$ cat src/first_wave_pkg.sv
// Purpose: Constants and types for the first-wave time-of-flight control block
// Assumes: Register words are 32 bits, time is counted in 25 ns system clocks
// Notes:   Register offsets, config field positions, the config reset value and the timeout base live here
// Overview of operation
// - Four-bit signed comparator trim, -8..+7 mV
// - First-wave builds on range two, analog path
// - Bit 30 enables first-wave, reinterprets masks
// - Five-bit signed trigger shift, 1 mV steps
// - Bit 13 adds minus twenty millivolts
// - Bit 14 adds plus twenty millivolts
// - At fire, apply shift; first mask active
// - After first half wave, offset back zero
// - Relative masks pick waves; ascending, first>=3
// - First measured hit half wave is reference
// - Bit 16 disables width; ratio at 8
// - Bit 15 picks rising or falling edge
// - Bit 31 enables hit sum at 4
// - All three hits computed without rewrite
// - No stop: offset held, timeout ends
// - Timeout interrupt selectable by bit 31
package first_wave_pkg;
  // Register addresses, write side
  localparam logic [3:0] ADDR_INT_CFG    = 4'h2;
  localparam logic [3:0] ADDR_MASK_CFG   = 4'h3;
  localparam logic [3:0] ADDR_LEVEL_CFG  = 4'h4;
  localparam logic [3:0] ADDR_TRIM_CFG   = 4'h6;
  // Register addresses, read side
  localparam logic [3:0] ADDR_HIT0       = 4'h0;
  localparam logic [3:0] ADDR_HIT1       = 4'h1;
  localparam logic [3:0] ADDR_HIT2       = 4'h2;
  localparam logic [3:0] ADDR_HIT_SUM    = 4'h4;
  localparam logic [3:0] ADDR_STATUS     = 4'h5;
  localparam logic [3:0] ADDR_RATIO      = 4'h8;
  localparam logic [31:0] REG_RESET      = 32'h0000_0000;
  // Field positions
  localparam int TRIM_LSB      = 25;  // comparator_trim, 4 bits, reg 6
  localparam int SHIFT_LSB     = 8;   // trigger_level_shift, 5 bits, reg 4
  localparam int MINUS20_BIT   = 13;
  localparam int PLUS20_BIT    = 14;
  localparam int EDGE_BIT      = 15;
  localparam int PW_DIS_BIT    = 16;
  localparam int FW_EN_BIT     = 30;  // reg 3
  localparam int AUTO_SUM_BIT  = 31;  // reg 3
  localparam int TIMO_SEL_LSB  = 27;  // range2_timeout_select, 2 bits, reg 3
  localparam int REL_A_LSB     = 8;   // rel_mask_wave_a..c, 6 bits each, reg 3
  localparam int REL_B_LSB     = 14;
  localparam int REL_C_LSB     = 20;
  localparam int ABS_LSB       = 8;   // abs_mask_a..c, 19 bits, regs 2..4
  localparam int ABS_FRAC      = 5;   // Fraction bits of an absolute mask
  localparam int ALU_INT_BIT   = 29;  // reg 2
  localparam int TIMO_INT_BIT  = 31;  // reg 2
  localparam int RATIO_FRAC    = 7;   // 1.7 fixed point ratio
  localparam logic signed [7:0] RANGE_SHIFT_MV = 8'sh14;
  // Timing
  localparam int CLK_PERIOD_NS = 25;
  localparam int TIMO_BASE_NS  = 64000;  // Shortest timeout, sel 0
  localparam int TIMO_BASE_CYC = TIMO_BASE_NS / CLK_PERIOD_NS;  // Rounds down
  // Measurement sequence states
  typedef enum logic [2:0] {ST_IDLE, ST_ARMED, ST_LEAD, ST_WAVES, ST_CALC} meas_state_t;
  // Decoded configuration
  typedef struct packed {
    logic              fw_en;
    logic              auto_sum;
    logic              pw_dis;
    logic              edge_fall;
    logic [1:0]        timo_sel;
    logic [5:0]        rel_a;
    logic [5:0]        rel_b;
    logic [5:0]        rel_c;
    logic [13:0]       abs_a;
    logic [13:0]       abs_b;
    logic [13:0]       abs_c;
    logic signed [7:0] trim_mv;
    logic signed [7:0] shift_mv;
  } fw_cfg_t;
endpackage : first_wave_pkg

$ cat src/first_wave_tof_control.sv
// Purpose: First-wave detection, masking, pulse-width ratio and hit summing
// Assumes: comp_i is the receive comparator output, asynchronous to clk_sys_i
// Notes:   start_i marks the fire burst; times count in system clocks
`timescale 1ns/1ps
module first_wave_tof_control #(
  parameter int TIMER_W       = 20,                           // Wide enough for 4096 us
  parameter int TIMO_BASE_CYC = first_wave_pkg::TIMO_BASE_CYC // Shorten in simulation
) (
  input  wire logic              clk_sys_i,
  input  wire logic              rst_n_i,
  input  wire logic              wr_en_i,       // Config write strobe
  input  wire logic [3:0]        wr_addr_i,
  input  wire logic [31:0]       wr_data_i,
  input  wire logic [3:0]        rd_addr_i,
  output logic      [31:0]       rd_data_o,     // Registered read data
  input  wire logic              start_i,       // Fire pulses begin
  input  wire logic              comp_i,        // Comparator output pin
  output logic signed [7:0]      comp_offset_o, // Comparator threshold offset, mV
  output logic                   mask_open_o,   // Stops currently accepted
  output logic                   irq_o
);
  // Stored configuration words
  logic [31:0] int_cfg_q, mask_cfg_q, level_cfg_q, trim_cfg_q;
  logic [31:0] int_cfg_d, mask_cfg_d, level_cfg_d, trim_cfg_d;
  first_wave_pkg::fw_cfg_t cfg;
  // Comparator synchroniser and edge history
  logic comp_s1_q, comp_s2_q, comp_s3_q;
  logic edge_sel, edge_opp;
  // Measurement state
  first_wave_pkg::meas_state_t state_q, state_d;
  logic [TIMER_W-1:0]  timer_q, timer_d, timo_lim;
  logic [TIMER_W-1:0]  hit_q [3];
  logic [TIMER_W-1:0]  hit_d [3];
  logic [1:0]          nhit_q, nhit_d;       // Hits captured so far
  logic [5:0]          waves_q, waves_d;     // Waves after the lead edge
  logic [15:0]         lead_w_q, lead_w_d;   // First half-wave width
  logic [15:0]         ref_w_q, ref_w_d;     // Reference half-wave width
  logic                ref_run_q, ref_run_d;
  logic                trigger_level_shift_act_q, trigger_level_shift_act_d; // First-wave shift applied
  logic                timeout_q, timeout_d, done_q, done_d;
  logic [31:0]         sum_q, sum_d;
  logic [7:0]          ratio_q, ratio_d;
  logic signed [7:0]   offset_q, offset_d;
  logic [31:0]         rd_d;
  logic                take;                 // Current wave is a wanted hit
  logic [23:0]         ratio_raw;            // Width ratio before saturation

  // Trim is two's complement; the wide shift counts down from code 16 (-1 mV)
  function automatic logic signed [7:0] sext_mv(input logic [4:0] v, input logic wide);
    sext_mv = wide ? (v[4] ? {4'hF, ~v[3:0]} : {4'h0, v[3:0]}) : 8'(signed'(v[3:0]));
  endfunction : sext_mv

  // Absolute mask integer part in clocks
  function automatic logic [13:0] abs_int(input logic [31:0] w);
    abs_int = w[first_wave_pkg::ABS_LSB+first_wave_pkg::ABS_FRAC +: 14];
  endfunction : abs_int

  // Field decode; first-wave mode reuses the mask bits of regs 3 and 4
  always_comb begin
    cfg.fw_en     = mask_cfg_q[first_wave_pkg::FW_EN_BIT];
    cfg.auto_sum  = mask_cfg_q[first_wave_pkg::AUTO_SUM_BIT];
    cfg.pw_dis    = level_cfg_q[first_wave_pkg::PW_DIS_BIT];
    cfg.edge_fall = level_cfg_q[first_wave_pkg::EDGE_BIT];
    cfg.timo_sel  = mask_cfg_q[first_wave_pkg::TIMO_SEL_LSB +: 2];
    cfg.rel_a     = mask_cfg_q[first_wave_pkg::REL_A_LSB +: 6];
    cfg.rel_b     = mask_cfg_q[first_wave_pkg::REL_B_LSB +: 6];
    cfg.rel_c     = mask_cfg_q[first_wave_pkg::REL_C_LSB +: 6];
    cfg.abs_a     = abs_int(int_cfg_q);
    cfg.abs_b     = abs_int(mask_cfg_q);
    cfg.abs_c     = abs_int(level_cfg_q);
    cfg.trim_mv   = sext_mv({1'b0, trim_cfg_q[first_wave_pkg::TRIM_LSB +: 4]}, 1'b0);
    cfg.shift_mv  = sext_mv(level_cfg_q[first_wave_pkg::SHIFT_LSB +: 5], 1'b1);
  end

  // Edges of the synchronised comparator; polarity chosen by config
  assign edge_sel = cfg.edge_fall ? (comp_s3_q & ~comp_s2_q) : (~comp_s3_q & comp_s2_q);
  assign edge_opp = cfg.edge_fall ? (~comp_s3_q & comp_s2_q) : (comp_s3_q & ~comp_s2_q);
  // Timeout grows by four per select step
  assign timo_lim = TIMER_W'(TIMO_BASE_CYC) << {cfg.timo_sel, 1'b0};

  // Config register writes
  always_comb begin
    int_cfg_d   = int_cfg_q;
    mask_cfg_d  = mask_cfg_q;
    level_cfg_d = level_cfg_q;
    trim_cfg_d  = trim_cfg_q;
    if (wr_en_i) begin
      case (wr_addr_i)
        first_wave_pkg::ADDR_INT_CFG:   int_cfg_d   = wr_data_i;
        first_wave_pkg::ADDR_MASK_CFG:  mask_cfg_d  = wr_data_i;
        first_wave_pkg::ADDR_LEVEL_CFG: level_cfg_d = wr_data_i;
        first_wave_pkg::ADDR_TRIM_CFG:  trim_cfg_d  = wr_data_i;
        default: ;                       // Other addresses ignored
      endcase
    end
  end

  // Measurement sequencer next state
  always_comb begin
    state_d    = state_q;
    timer_d    = timer_q;
    hit_d      = hit_q;
    nhit_d     = nhit_q;
    waves_d    = waves_q;
    lead_w_d   = lead_w_q;
    ref_w_d    = ref_w_q;
    ref_run_d  = ref_run_q;
    trigger_level_shift_act_d = trigger_level_shift_act_q;
    timeout_d  = timeout_q;
    done_d     = done_q;
    sum_d      = sum_q;
    ratio_d    = ratio_q;
    take       = 1'b0;
    ratio_raw  = 24'h000000;
    // Reference half wave runs until the opposite edge
    if (ref_run_q) begin
      ref_w_d = ref_w_q + 16'h0001;
      if (edge_opp) ref_run_d = 1'b0;
    end
    if (state_q != first_wave_pkg::ST_IDLE && state_q != first_wave_pkg::ST_CALC) begin
      timer_d = timer_q + TIMER_W'(1);
      // No stop in time: end here and keep the shift applied
      if (timer_q >= timo_lim) begin
        timeout_d = 1'b1;
        ref_run_d = 1'b0;
        state_d   = first_wave_pkg::ST_IDLE;
      end
    end
    case (state_q)
      first_wave_pkg::ST_IDLE: begin
        if (start_i) begin
          timer_d    = '0;
          nhit_d     = 2'd0;
          waves_d    = 6'd0;
          lead_w_d   = 16'h0000;
          ref_w_d    = 16'h0000;
          hit_d      = '{default: '0};
          timeout_d  = 1'b0;
          done_d     = 1'b0;
          trigger_level_shift_act_d = cfg.fw_en;
          state_d    = first_wave_pkg::ST_ARMED;
        end
      end
      first_wave_pkg::ST_ARMED: begin
        // First absolute mask guards both modes
        if (timer_q < timo_lim && edge_sel && timer_q >= TIMER_W'(cfg.abs_a)) begin
          if (cfg.fw_en) begin
            state_d = first_wave_pkg::ST_LEAD;
          end else begin
            hit_d[0] = timer_q;
            nhit_d   = 2'd1;
            state_d  = first_wave_pkg::ST_WAVES;
          end
        end
      end
      first_wave_pkg::ST_LEAD: begin
        if (timer_q < timo_lim) begin
          lead_w_d = lead_w_q + 16'h0001;
          if (edge_opp) begin
            trigger_level_shift_act_d = 1'b0;
            state_d    = first_wave_pkg::ST_WAVES;
          end
        end
      end
      first_wave_pkg::ST_WAVES: begin
        if (timer_q < timo_lim && edge_sel) begin
          if (cfg.fw_en) begin
            // Waves counted from the lead edge pick the hits
            waves_d = waves_q + 6'd1;
            case (nhit_q)
              2'd0:    take = (waves_q + 6'd1 == cfg.rel_a);
              2'd1:    take = (waves_q + 6'd1 == cfg.rel_b);
              default: take = (waves_q + 6'd1 == cfg.rel_c);
            endcase
          end else begin
            case (nhit_q)
              2'd1:    take = (timer_q >= TIMER_W'(cfg.abs_b));
              default: take = (timer_q >= TIMER_W'(cfg.abs_c));
            endcase
          end
          if (take) begin
            hit_d[nhit_q] = timer_q;
            nhit_d        = nhit_q + 2'd1;
            if (nhit_q == 2'd0 && cfg.fw_en && !cfg.pw_dis) begin
              ref_run_d = 1'b1;
            end
            if (nhit_q == 2'd2) state_d = first_wave_pkg::ST_CALC;
          end
        end
      end
      first_wave_pkg::ST_CALC: begin
        // Wait for a reference still open, then finish
        if (!ref_run_q) begin
          sum_d = cfg.auto_sum ? 32'(hit_q[0]) + 32'(hit_q[1]) + 32'(hit_q[2]) : 32'h0;
          if (cfg.fw_en && !cfg.pw_dis && ref_w_q != 16'h0000) begin
            ratio_raw = {lead_w_q, 8'h00} / {8'h00, ref_w_q};
            ratio_d = (ratio_raw[23:1] > 23'h0000FF) ? 8'hFF : ratio_raw[8:1]; // Saturate at 1.99
          end else begin
            ratio_d = 8'h00;
          end
          done_d  = 1'b1;
          state_d = first_wave_pkg::ST_IDLE;
        end
      end
      default: state_d = first_wave_pkg::ST_IDLE;
    endcase
    // Threshold offset: trim plus first-wave shift while applied
    offset_d = cfg.trim_mv;
    if (trigger_level_shift_act_d) begin
      offset_d = offset_d + cfg.shift_mv;
      if (level_cfg_q[first_wave_pkg::MINUS20_BIT]) begin
        offset_d = offset_d - first_wave_pkg::RANGE_SHIFT_MV;
      end
      if (level_cfg_q[first_wave_pkg::PLUS20_BIT]) begin
        offset_d = offset_d + first_wave_pkg::RANGE_SHIFT_MV;
      end
    end
  end

  // Read mux; unmapped addresses read zero
  always_comb begin
    case (rd_addr_i)
      first_wave_pkg::ADDR_HIT0:    rd_d = 32'(hit_q[0]);
      first_wave_pkg::ADDR_HIT1:    rd_d = 32'(hit_q[1]);
      first_wave_pkg::ADDR_HIT2:    rd_d = 32'(hit_q[2]);
      first_wave_pkg::ADDR_HIT_SUM: rd_d = sum_q;
      first_wave_pkg::ADDR_STATUS:  rd_d = {27'h0, nhit_q, trigger_level_shift_act_q, done_q, timeout_q};
      first_wave_pkg::ADDR_RATIO:   rd_d = {24'h0, ratio_q};
      default:                      rd_d = 32'h0000_0000;
    endcase
  end

  // All state registers
  always_ff @(posedge clk_sys_i or negedge rst_n_i) begin
    if (!rst_n_i) begin
      int_cfg_q   <= first_wave_pkg::REG_RESET;
      mask_cfg_q  <= first_wave_pkg::REG_RESET;
      level_cfg_q <= first_wave_pkg::REG_RESET;
      trim_cfg_q  <= first_wave_pkg::REG_RESET;
      comp_s1_q   <= 1'b0;
      comp_s2_q   <= 1'b0;
      comp_s3_q   <= 1'b0;
      state_q     <= first_wave_pkg::ST_IDLE;
      timer_q     <= '0;
      hit_q       <= '{default: '0};
      nhit_q      <= 2'd0;
      waves_q     <= 6'd0;
      lead_w_q    <= 16'h0000;
      ref_w_q     <= 16'h0000;
      ref_run_q   <= 1'b0;
      trigger_level_shift_act_q  <= 1'b0;
      timeout_q   <= 1'b0;
      done_q      <= 1'b0;
      sum_q       <= 32'h0000_0000;
      ratio_q     <= 8'h00;
      offset_q    <= 8'sh00;
      rd_data_o   <= 32'h0000_0000;
    end else begin
      int_cfg_q   <= int_cfg_d;
      mask_cfg_q  <= mask_cfg_d;
      level_cfg_q <= level_cfg_d;
      trim_cfg_q  <= trim_cfg_d;
      comp_s1_q   <= comp_i;
      comp_s2_q   <= comp_s1_q;
      comp_s3_q   <= comp_s2_q;
      state_q     <= state_d;
      timer_q     <= timer_d;
      hit_q       <= hit_d;
      nhit_q      <= nhit_d;
      waves_q     <= waves_d;
      lead_w_q    <= lead_w_d;
      ref_w_q     <= ref_w_d;
      ref_run_q   <= ref_run_d;
      trigger_level_shift_act_q  <= trigger_level_shift_act_d;
      timeout_q   <= timeout_d;
      done_q      <= done_d;
      sum_q       <= sum_d;
      ratio_q     <= ratio_d;
      offset_q    <= offset_d;
      rd_data_o   <= rd_d;
    end
  end

  assign comp_offset_o = offset_q;
  // Stops pass once the first absolute mask has expired
  assign mask_open_o = (state_q != first_wave_pkg::ST_IDLE) && (timer_q >= TIMER_W'(cfg.abs_a));
  // Sources combined by OR; held until the next start
  assign irq_o = (timeout_q & int_cfg_q[first_wave_pkg::TIMO_INT_BIT])
               | (done_q & int_cfg_q[first_wave_pkg::ALU_INT_BIT]);
endmodule : first_wave_tof_control

$ cat config.mk
export PLATFORM = sky130hd
export DESIGN_NAME = first_wave_tof_control
export DESIGN_NICKNAME = d
export VERILOG_FILES = /design/src/first_wave_pkg.sv /design/src/first_wave_tof_control.sv
export SDC_FILE = /design/constraint.sdc
export NUM_CORES = 1
export LEC_CHECK = 0
export BUFFER_PORTS_ARGS = -buffer_cell sky130_fd_sc_hd__buf_2
export CORE_ASPECT_RATIO = 1.2
export CORE_MARGIN = 2
export CORE_UTILIZATION = 50
export CTS_BUF_LIST = sky130_fd_sc_hd__clkbuf_4 sky130_fd_sc_hd__clkbuf_8
export DETAILED_ROUTE_END_ITERATION = 10
export PLACE_DENSITY = 0.75
export SYNTH_ARGS = -nofsm -noshare
export SYNTH_HDL_FRONTEND = slang
export SYNTH_SLANG_ARGS = --single-unit
$ cat constraint.sdc
create_clock -name clk_sys_i -period 59.1 [get_ports clk_sys_i]
set_input_delay 2.955 -clock clk_sys_i [delete_from_list [all_inputs] [get_ports clk_sys_i]]
set_output_delay 2.955 -clock clk_sys_i [all_outputs]
set_load 0.01 [all_outputs]
Yosys cells after proc, flatten, opt, wreduce, memory -nomap -nowiden
Cells that the tools add are included.
{ "word_totals": {"input_bits": 45, "reg_bits": 330, "output_inout_bits": 42} }
{ "op_classes": {"muxes": 76, "reduce_logical": 29, "bitwise_logic": 10, "n_eq_ne": 27, "n_shift": 1, "addsub": 10, "order_cmp": 8, "n_div": 1} }
{ "op_table": {"columns": ["op", "count"], "rows": [
  ["case mux 32 bit (6 select lines)", 1],
  ["2-to-1 mux 60 bit", 3],
  ["2-to-1 mux 20 bit", 6],
  ["2-to-1 mux 16 bit", 5],
  ["case mux 40 bit (2 select lines)", 1],
  ["bitwise mux 60 bit", 1],
  [">= comparator 20 x 14 -> 1 bit", 3],
  ["case mux 20 bit (3 select lines)", 1],
  ["2-to-1 mux 8 bit", 7],
  ["demux 20 bit (select 2 bit)", 1],
  ["adder 16 x 1 -> 16 bit, second input constant", 2],
  ["case mux 16 bit (2 select lines)", 1],
  ["2-to-1 mux 3 bit", 10],
  ["divider 24 x 16 -> 24 bit", 1],
  ["2-to-1 mux 1 bit", 24],
  ["greater-than comparator 23 x 8 -> 1 bit, second input constant", 1],
  ["adder 21 x 20 -> 22 bit", 1],
  ["2-to-1 mux 22 bit", 1],
  ["adder 20 x 20 -> 21 bit", 1],
  ["adder 20 x 1 -> 20 bit, second input constant", 1],
  [">= comparator 20 bit", 1],
  ["< comparator 20 bit", 1],
  ["left shift 12 x 3 -> 20 bit, first input constant", 1],
  ["== test 6 bit", 3],
  ["42 further kinds", 84]
]} }

Longest topological paths before layout
{ "logic_depth": {"depth_word": 11, "depth_mapped": 378, "mapped_depth_nobuf": 351} }

Worst setup path before layout
OpenSTA, ideal clock, no wires.
{ "synth_timing": {"kind": "reg2reg", "start": "register ref_w_q[0]", "end": "register ratio_q[0]", "slack_ps": -6180, "path_stages_with_launch": 366, "period_less_slack_ps": 65280, "required_ps": 58970, "arrival_time_ps": 65151, "path_cell_list": "dfrtp_1 inv_1 clkbuf_1 ha_1 o21bai_1 nor3_1 nand3_1 nor3_1 xnor2_1 ha_1 a21o_1 a311oi_1 and4_1 o211ai_1 nand2_1 nand2_1 o21ai_0 ha_1 (+330 left out) a21oi_1 nor2b_1 o21ai_0 nand2b_1 a21oi_1 nor2b_1 o21ai_0 nand2b_1 a21oi_1 nor2b_1 o21ai_0 nand2b_1 a21oi_1 nor2b_1 o21ai_0 o2111ai_1 nor3_1 a31oi_1"} }
{ "synth_between": {"elab_chain_cells": 4} }
{ "synth_rtl": {"columns": ["item", "line", "rtl"], "rows": [
  ["start: declaration", "first_wave_tof_control.sv:37", "logic [15:0] ref_w_q, ref_w_d;"],
  ["start signal: assignment", "first_wave_tof_control.sv:272", "ref_w_q <= ref_w_d;"],
  ["divider 24 x 16 -> 24 bit", "first_wave_tof_control.sv:196", "ratio_raw = {lead_w_q, 8'h00} / {8'h00, ref_w_q};"],
  ["greater-than comparator 23 x 8 -> 1 bit", "first_wave_tof_control.sv:197", "ratio_d = (ratio_raw[23:1] > 23'h0000FF) ? 8'hFF : ratio_raw[8:1];"],
  ["2-to-1 mux 8 bit", "first_wave_tof_control.sv:197", null],
  ["2-to-1 mux 8 bit (*)", "first_wave_tof_control.sv:195", "if (cfg.fw_en && !cfg.pw_dis && ref_w_q != 16'h0000) begin"],
  ["end signal: assignment", "first_wave_tof_control.sv:278", "ratio_q <= ratio_d;"],
  ["end: declaration", "first_wave_tof_control.sv:42", "logic [7:0] ratio_q, ratio_d;"]
]} }
Mark *: on every way between the ends. The rest lies on a longest branch, timed or not.
A chain may end at the register's enable or synchronous reset.

Worst setup path after layout
{ "layout_timing": {"start": "register lead_w_q[0]", "end": "register ratio_q[0]"} }
{ "layout_between": {"elab_chain_cells": 4} }
{ "layout_rtl": {"columns": ["item", "line", "rtl"], "rows": [
  ["start: declaration", "first_wave_tof_control.sv:36", "logic [15:0] lead_w_q, lead_w_d;"],
  ["start signal: assignment", "first_wave_tof_control.sv:271", "lead_w_q <= lead_w_d;"],
  ["divider 24 x 16 -> 24 bit (*)", "first_wave_tof_control.sv:196", null],
  ["greater-than comparator 23 x 8 -> 1 bit", "first_wave_tof_control.sv:197", null],
  ["2-to-1 mux 8 bit (*)", "first_wave_tof_control.sv:197", null],
  ["2-to-1 mux 8 bit (*)", "first_wave_tof_control.sv:195", null]
]} }
Marked as above.

==> summary.txt <==
Hold path
  – Hold path depth: 0
  – Min-Delay Path Class: reg2reg
  – Hold EP: comp_s2_q
  – Hold wc startpoint: comp_s1_q

Routing
  – DRC: 0
  – Drt wl/cell: roughly 18 um
  – Total number of vias: 29710
  – Routed WL: 89940 um
  – Initial DRC count: 2132
  – ANT nets after route: 0
  – Drt via density: just over 6
  – First-pass DRT Iterations: 6

Clocking
  – Worst-case clock buffer depth: 3
  – Clk pin slew, worst setup/hold paths: 0.06 ns
  – Clock root cell: clkbuf_8
  – H-tree depth: 2
  – Total CTS buffers: 44
  – Hold Buf Count CTS: 0
  – Clk_lat worst skew: 0.59 ns
  – # clock sinks: approximately 250
  – CTS tree: done

Global route
  – Overflow after GRT: 0
  – Number of global-route vias before repair: 28410
  – First-pass GRT wire length: 140800 um
  – Largest net degree at the start of global routing: 94
  – Initial antenna violation count: 1
  – GRT Resource Usage Total: 27.94%

Status
  – Outcome: finished clean

Critical path
  – CP Max Fanout: 12
  – Crit path launch type: flop
  – Data arrival, critical path: 57.58 ns
  – R2R cell count: 346
  – Crit. End Element: flop
  – Reg2reg end: ratio_q[0]
  – Top cell by count, worst path: a21o_1
  – R2R setup slack: slightly below 2 ns
  – Reg2reg start: lead_w_q[0]
  – Slowest-stage cell, CP: or4_4
  – Kind of critical path: reg2reg
  – Worst path required time: 59.56 ns
  – Worst path max stage delay: ~0.55 ns

Floorplan
  – I/O pins: 87
  – DIE AREA: 60680 um2
  – Die W: 225.2 um
  – Die Y: 269.4 um
  – Core ar.: 58260 um2
  – Starting Density: 50.39%
  – FP Rows: 97

Synthesis
  – Commonest cells in the synthesized netlist: ha_1, nand2_1, nor2_1, dfrtp_1, a21oi_1
  – Post-synth EDFFs: 0
  – Largest cells by area after synthesis: dfrtp_1, ha_1, xnor2_1
  – Mapped Cells: around 3500
  – Synthesized area per cell: between 8 and 9 um2
  – Area leader, netlist: dfrtp_1
  – Most common cell in the netlist: ha_1
  – Yosys top cell area share: 21.48%
  – Sequential share of the synthesized area: 21.48%
  – Yosys warning count: 0
  – #FFs+latches synth: approximately 250
  – Netlist Area Pre-Place: ~29000 um2
  – Top_reg_cell synth: dfrtp_1
  – Synth cell types: 124
  – Asr flop ratio synth: 100.0%

STA
  – Layout Skew: around 0.034 ns
  – Final number of setup-violating endpoints: 0
  – Actual slew at the worst max-slew pin: approximately 1.2 ns
  – Total negative slack: 0 ns
  – Slew Limit Fails: 0
  – Relative slew slack: 16.24%
  – Final Hold Viols: 0
  – Tmin final: 57.12 ns
  – FMAX: 0.01751 GHz
  – RSZ-0062 raised after global routing: true
  – Final worst path period share: 96.64%

Finish
  – Area Growth Syn to Fin: 26.77%
  – Design area: 37220 um2
  – Post-Layout Cell Count: 4900
  – Util after Layout: 63.88%
  – Final net count: 4524
  – Share of cells above drive strength 1: 29.16%

Placement
  – Placer Congestion: 0.9854
  – Dpl hpwl: 65980 um
  – Placed Instances: 4716
  – Area of placed instances: 34330 um2
  – IO buf count: 68

Run
  – Max cap viols: 0
[critical path: cells and delay by family, from the launching register on]
| family | cells | cell delay [ns] |
|---|---|---|
| fa+ha+maj | 24 | 6.06 |
| buf+inv | 10 | 1.51 |
| flops | 1 | 0.40 |
| xor+xnor | 6 | 1.14 |
| mux | 9 | 2.73 |
| simple gates | 91 | 12.49 |
| compound gates | 206 | 32.58 |
[worst max path at each step]
stage / startpoint / end / slack (ns) / depth (start not counted)
2_1_floorplan: lead_w_q[0] / ratio_q[0] / 0.03 / 370
3_3_place_gp: lead_w_q[0] / ratio_q[0] / -0.40 / 342
3_5_place_dp: lead_w_q[0] / ratio_q[0] / -0.99 / 341
4_1_cts: lead_w_q[0] / ratio_q[0] / 0.006 / 351
5_1_grt: lead_w_q[0] / ratio_q[0] / -1.03 / 349
6_report: lead_w_q[0] / ratio_q[0] / 1.98 / 346
[what timing repair did]
item                                    in CTS  in global routing
endpoints found under the hold margin        0                  0
endpoints found under the setup margin       1                  2
pin swaps                                   18                286
setup buffers                               17                 91
cloned                                       0                  1
resized for setup                           35                234
[metrics by stage]
step,worst slack [ns],hold WS (ns)
after CTS,0.005667,0.3515
final,1.983,0.3520
after global routing,-1.027,0.3571
after detailed placement,-0.9908,0.3386
after global placement,-0.4041,0.3343
after floorplan,0.02805,0.3312
[metal layers]
layer | GRT usage, % | share of wire [%] | vias up
li1 | - | - | 14120
met1 | 35.33 | 41 | 14310
met2 | 48.77 | 49 | 1033
met3 | 3.313 | 6.2 | 254
met4 | 9.951 | 3.6 | 0
met5 | 0 | 0 | -
[kinds of logic (layout without fill, tap and decap cells)]
kind of cell	Yosys count	count (layout)	synth area share, %
XOR/XNOR	265	265	8.145
other	1	12	0.01277
buffers and inverters	294	921	4.053
multiplexers	164	164	6.363
flip-flops	252	252	21.48
AND/OR/NAND/NOR	1120	1121	19.19
AO/OA/AOI/OAI	1070	1070	25.12
adder cells (fa/ha/maj)	353	353	15.63
[cells in the final DEF, fill, tap and decap left out, drive strengths merged, types with 17 or more instances in the layout]
cell      n
nor3    108
mux2    137
a21o    155
and2     42
inv     158
o21ai   224
nand3    82
o31ai    33
nor2b    53
or2      21
buf     687
and3     24
o21a     63
o21bai   33
nand4    50
a22oi    17
o211ai   26
or3      27
a31oi    29
nor4     25
a21boi   21
nand2   283
a22o     92
nor2    277
clkbuf   67
dfrtp   252
ha      330
a21oi   234
xor2     99
mux2i    27
fa       23
xnor2   162
a211oi   19
nand2b   70
[state kept, by name (all words and copies together), names as in the netlist, 8 cells and up]
signal,cells
hit_q,60
mask_cfg_q,23
rd_data_o,22
sum_q,22
timer_q,20
level_cfg_q,19
int_cfg_q,16
lead_w_q,16
ref_w_q,16
comp_offset_o,8
ratio_q,8
[cell type report]
class,instances,area [um2]
Multi-Input combinational cell,2983,23350
Fill cell,4700,21040
Sequential cell,252,6306
Timing Repair Buffer,687,5067
Tap cell,742,928.4
Clock buffer,67,840.8
Inverter,158,598.1
Clock inverter,9,120.1
Antenna cell,2,5.005
Power is not shown: default switching activity piles up to over one toggle a cycle in this logic, so the estimate is an artifact.
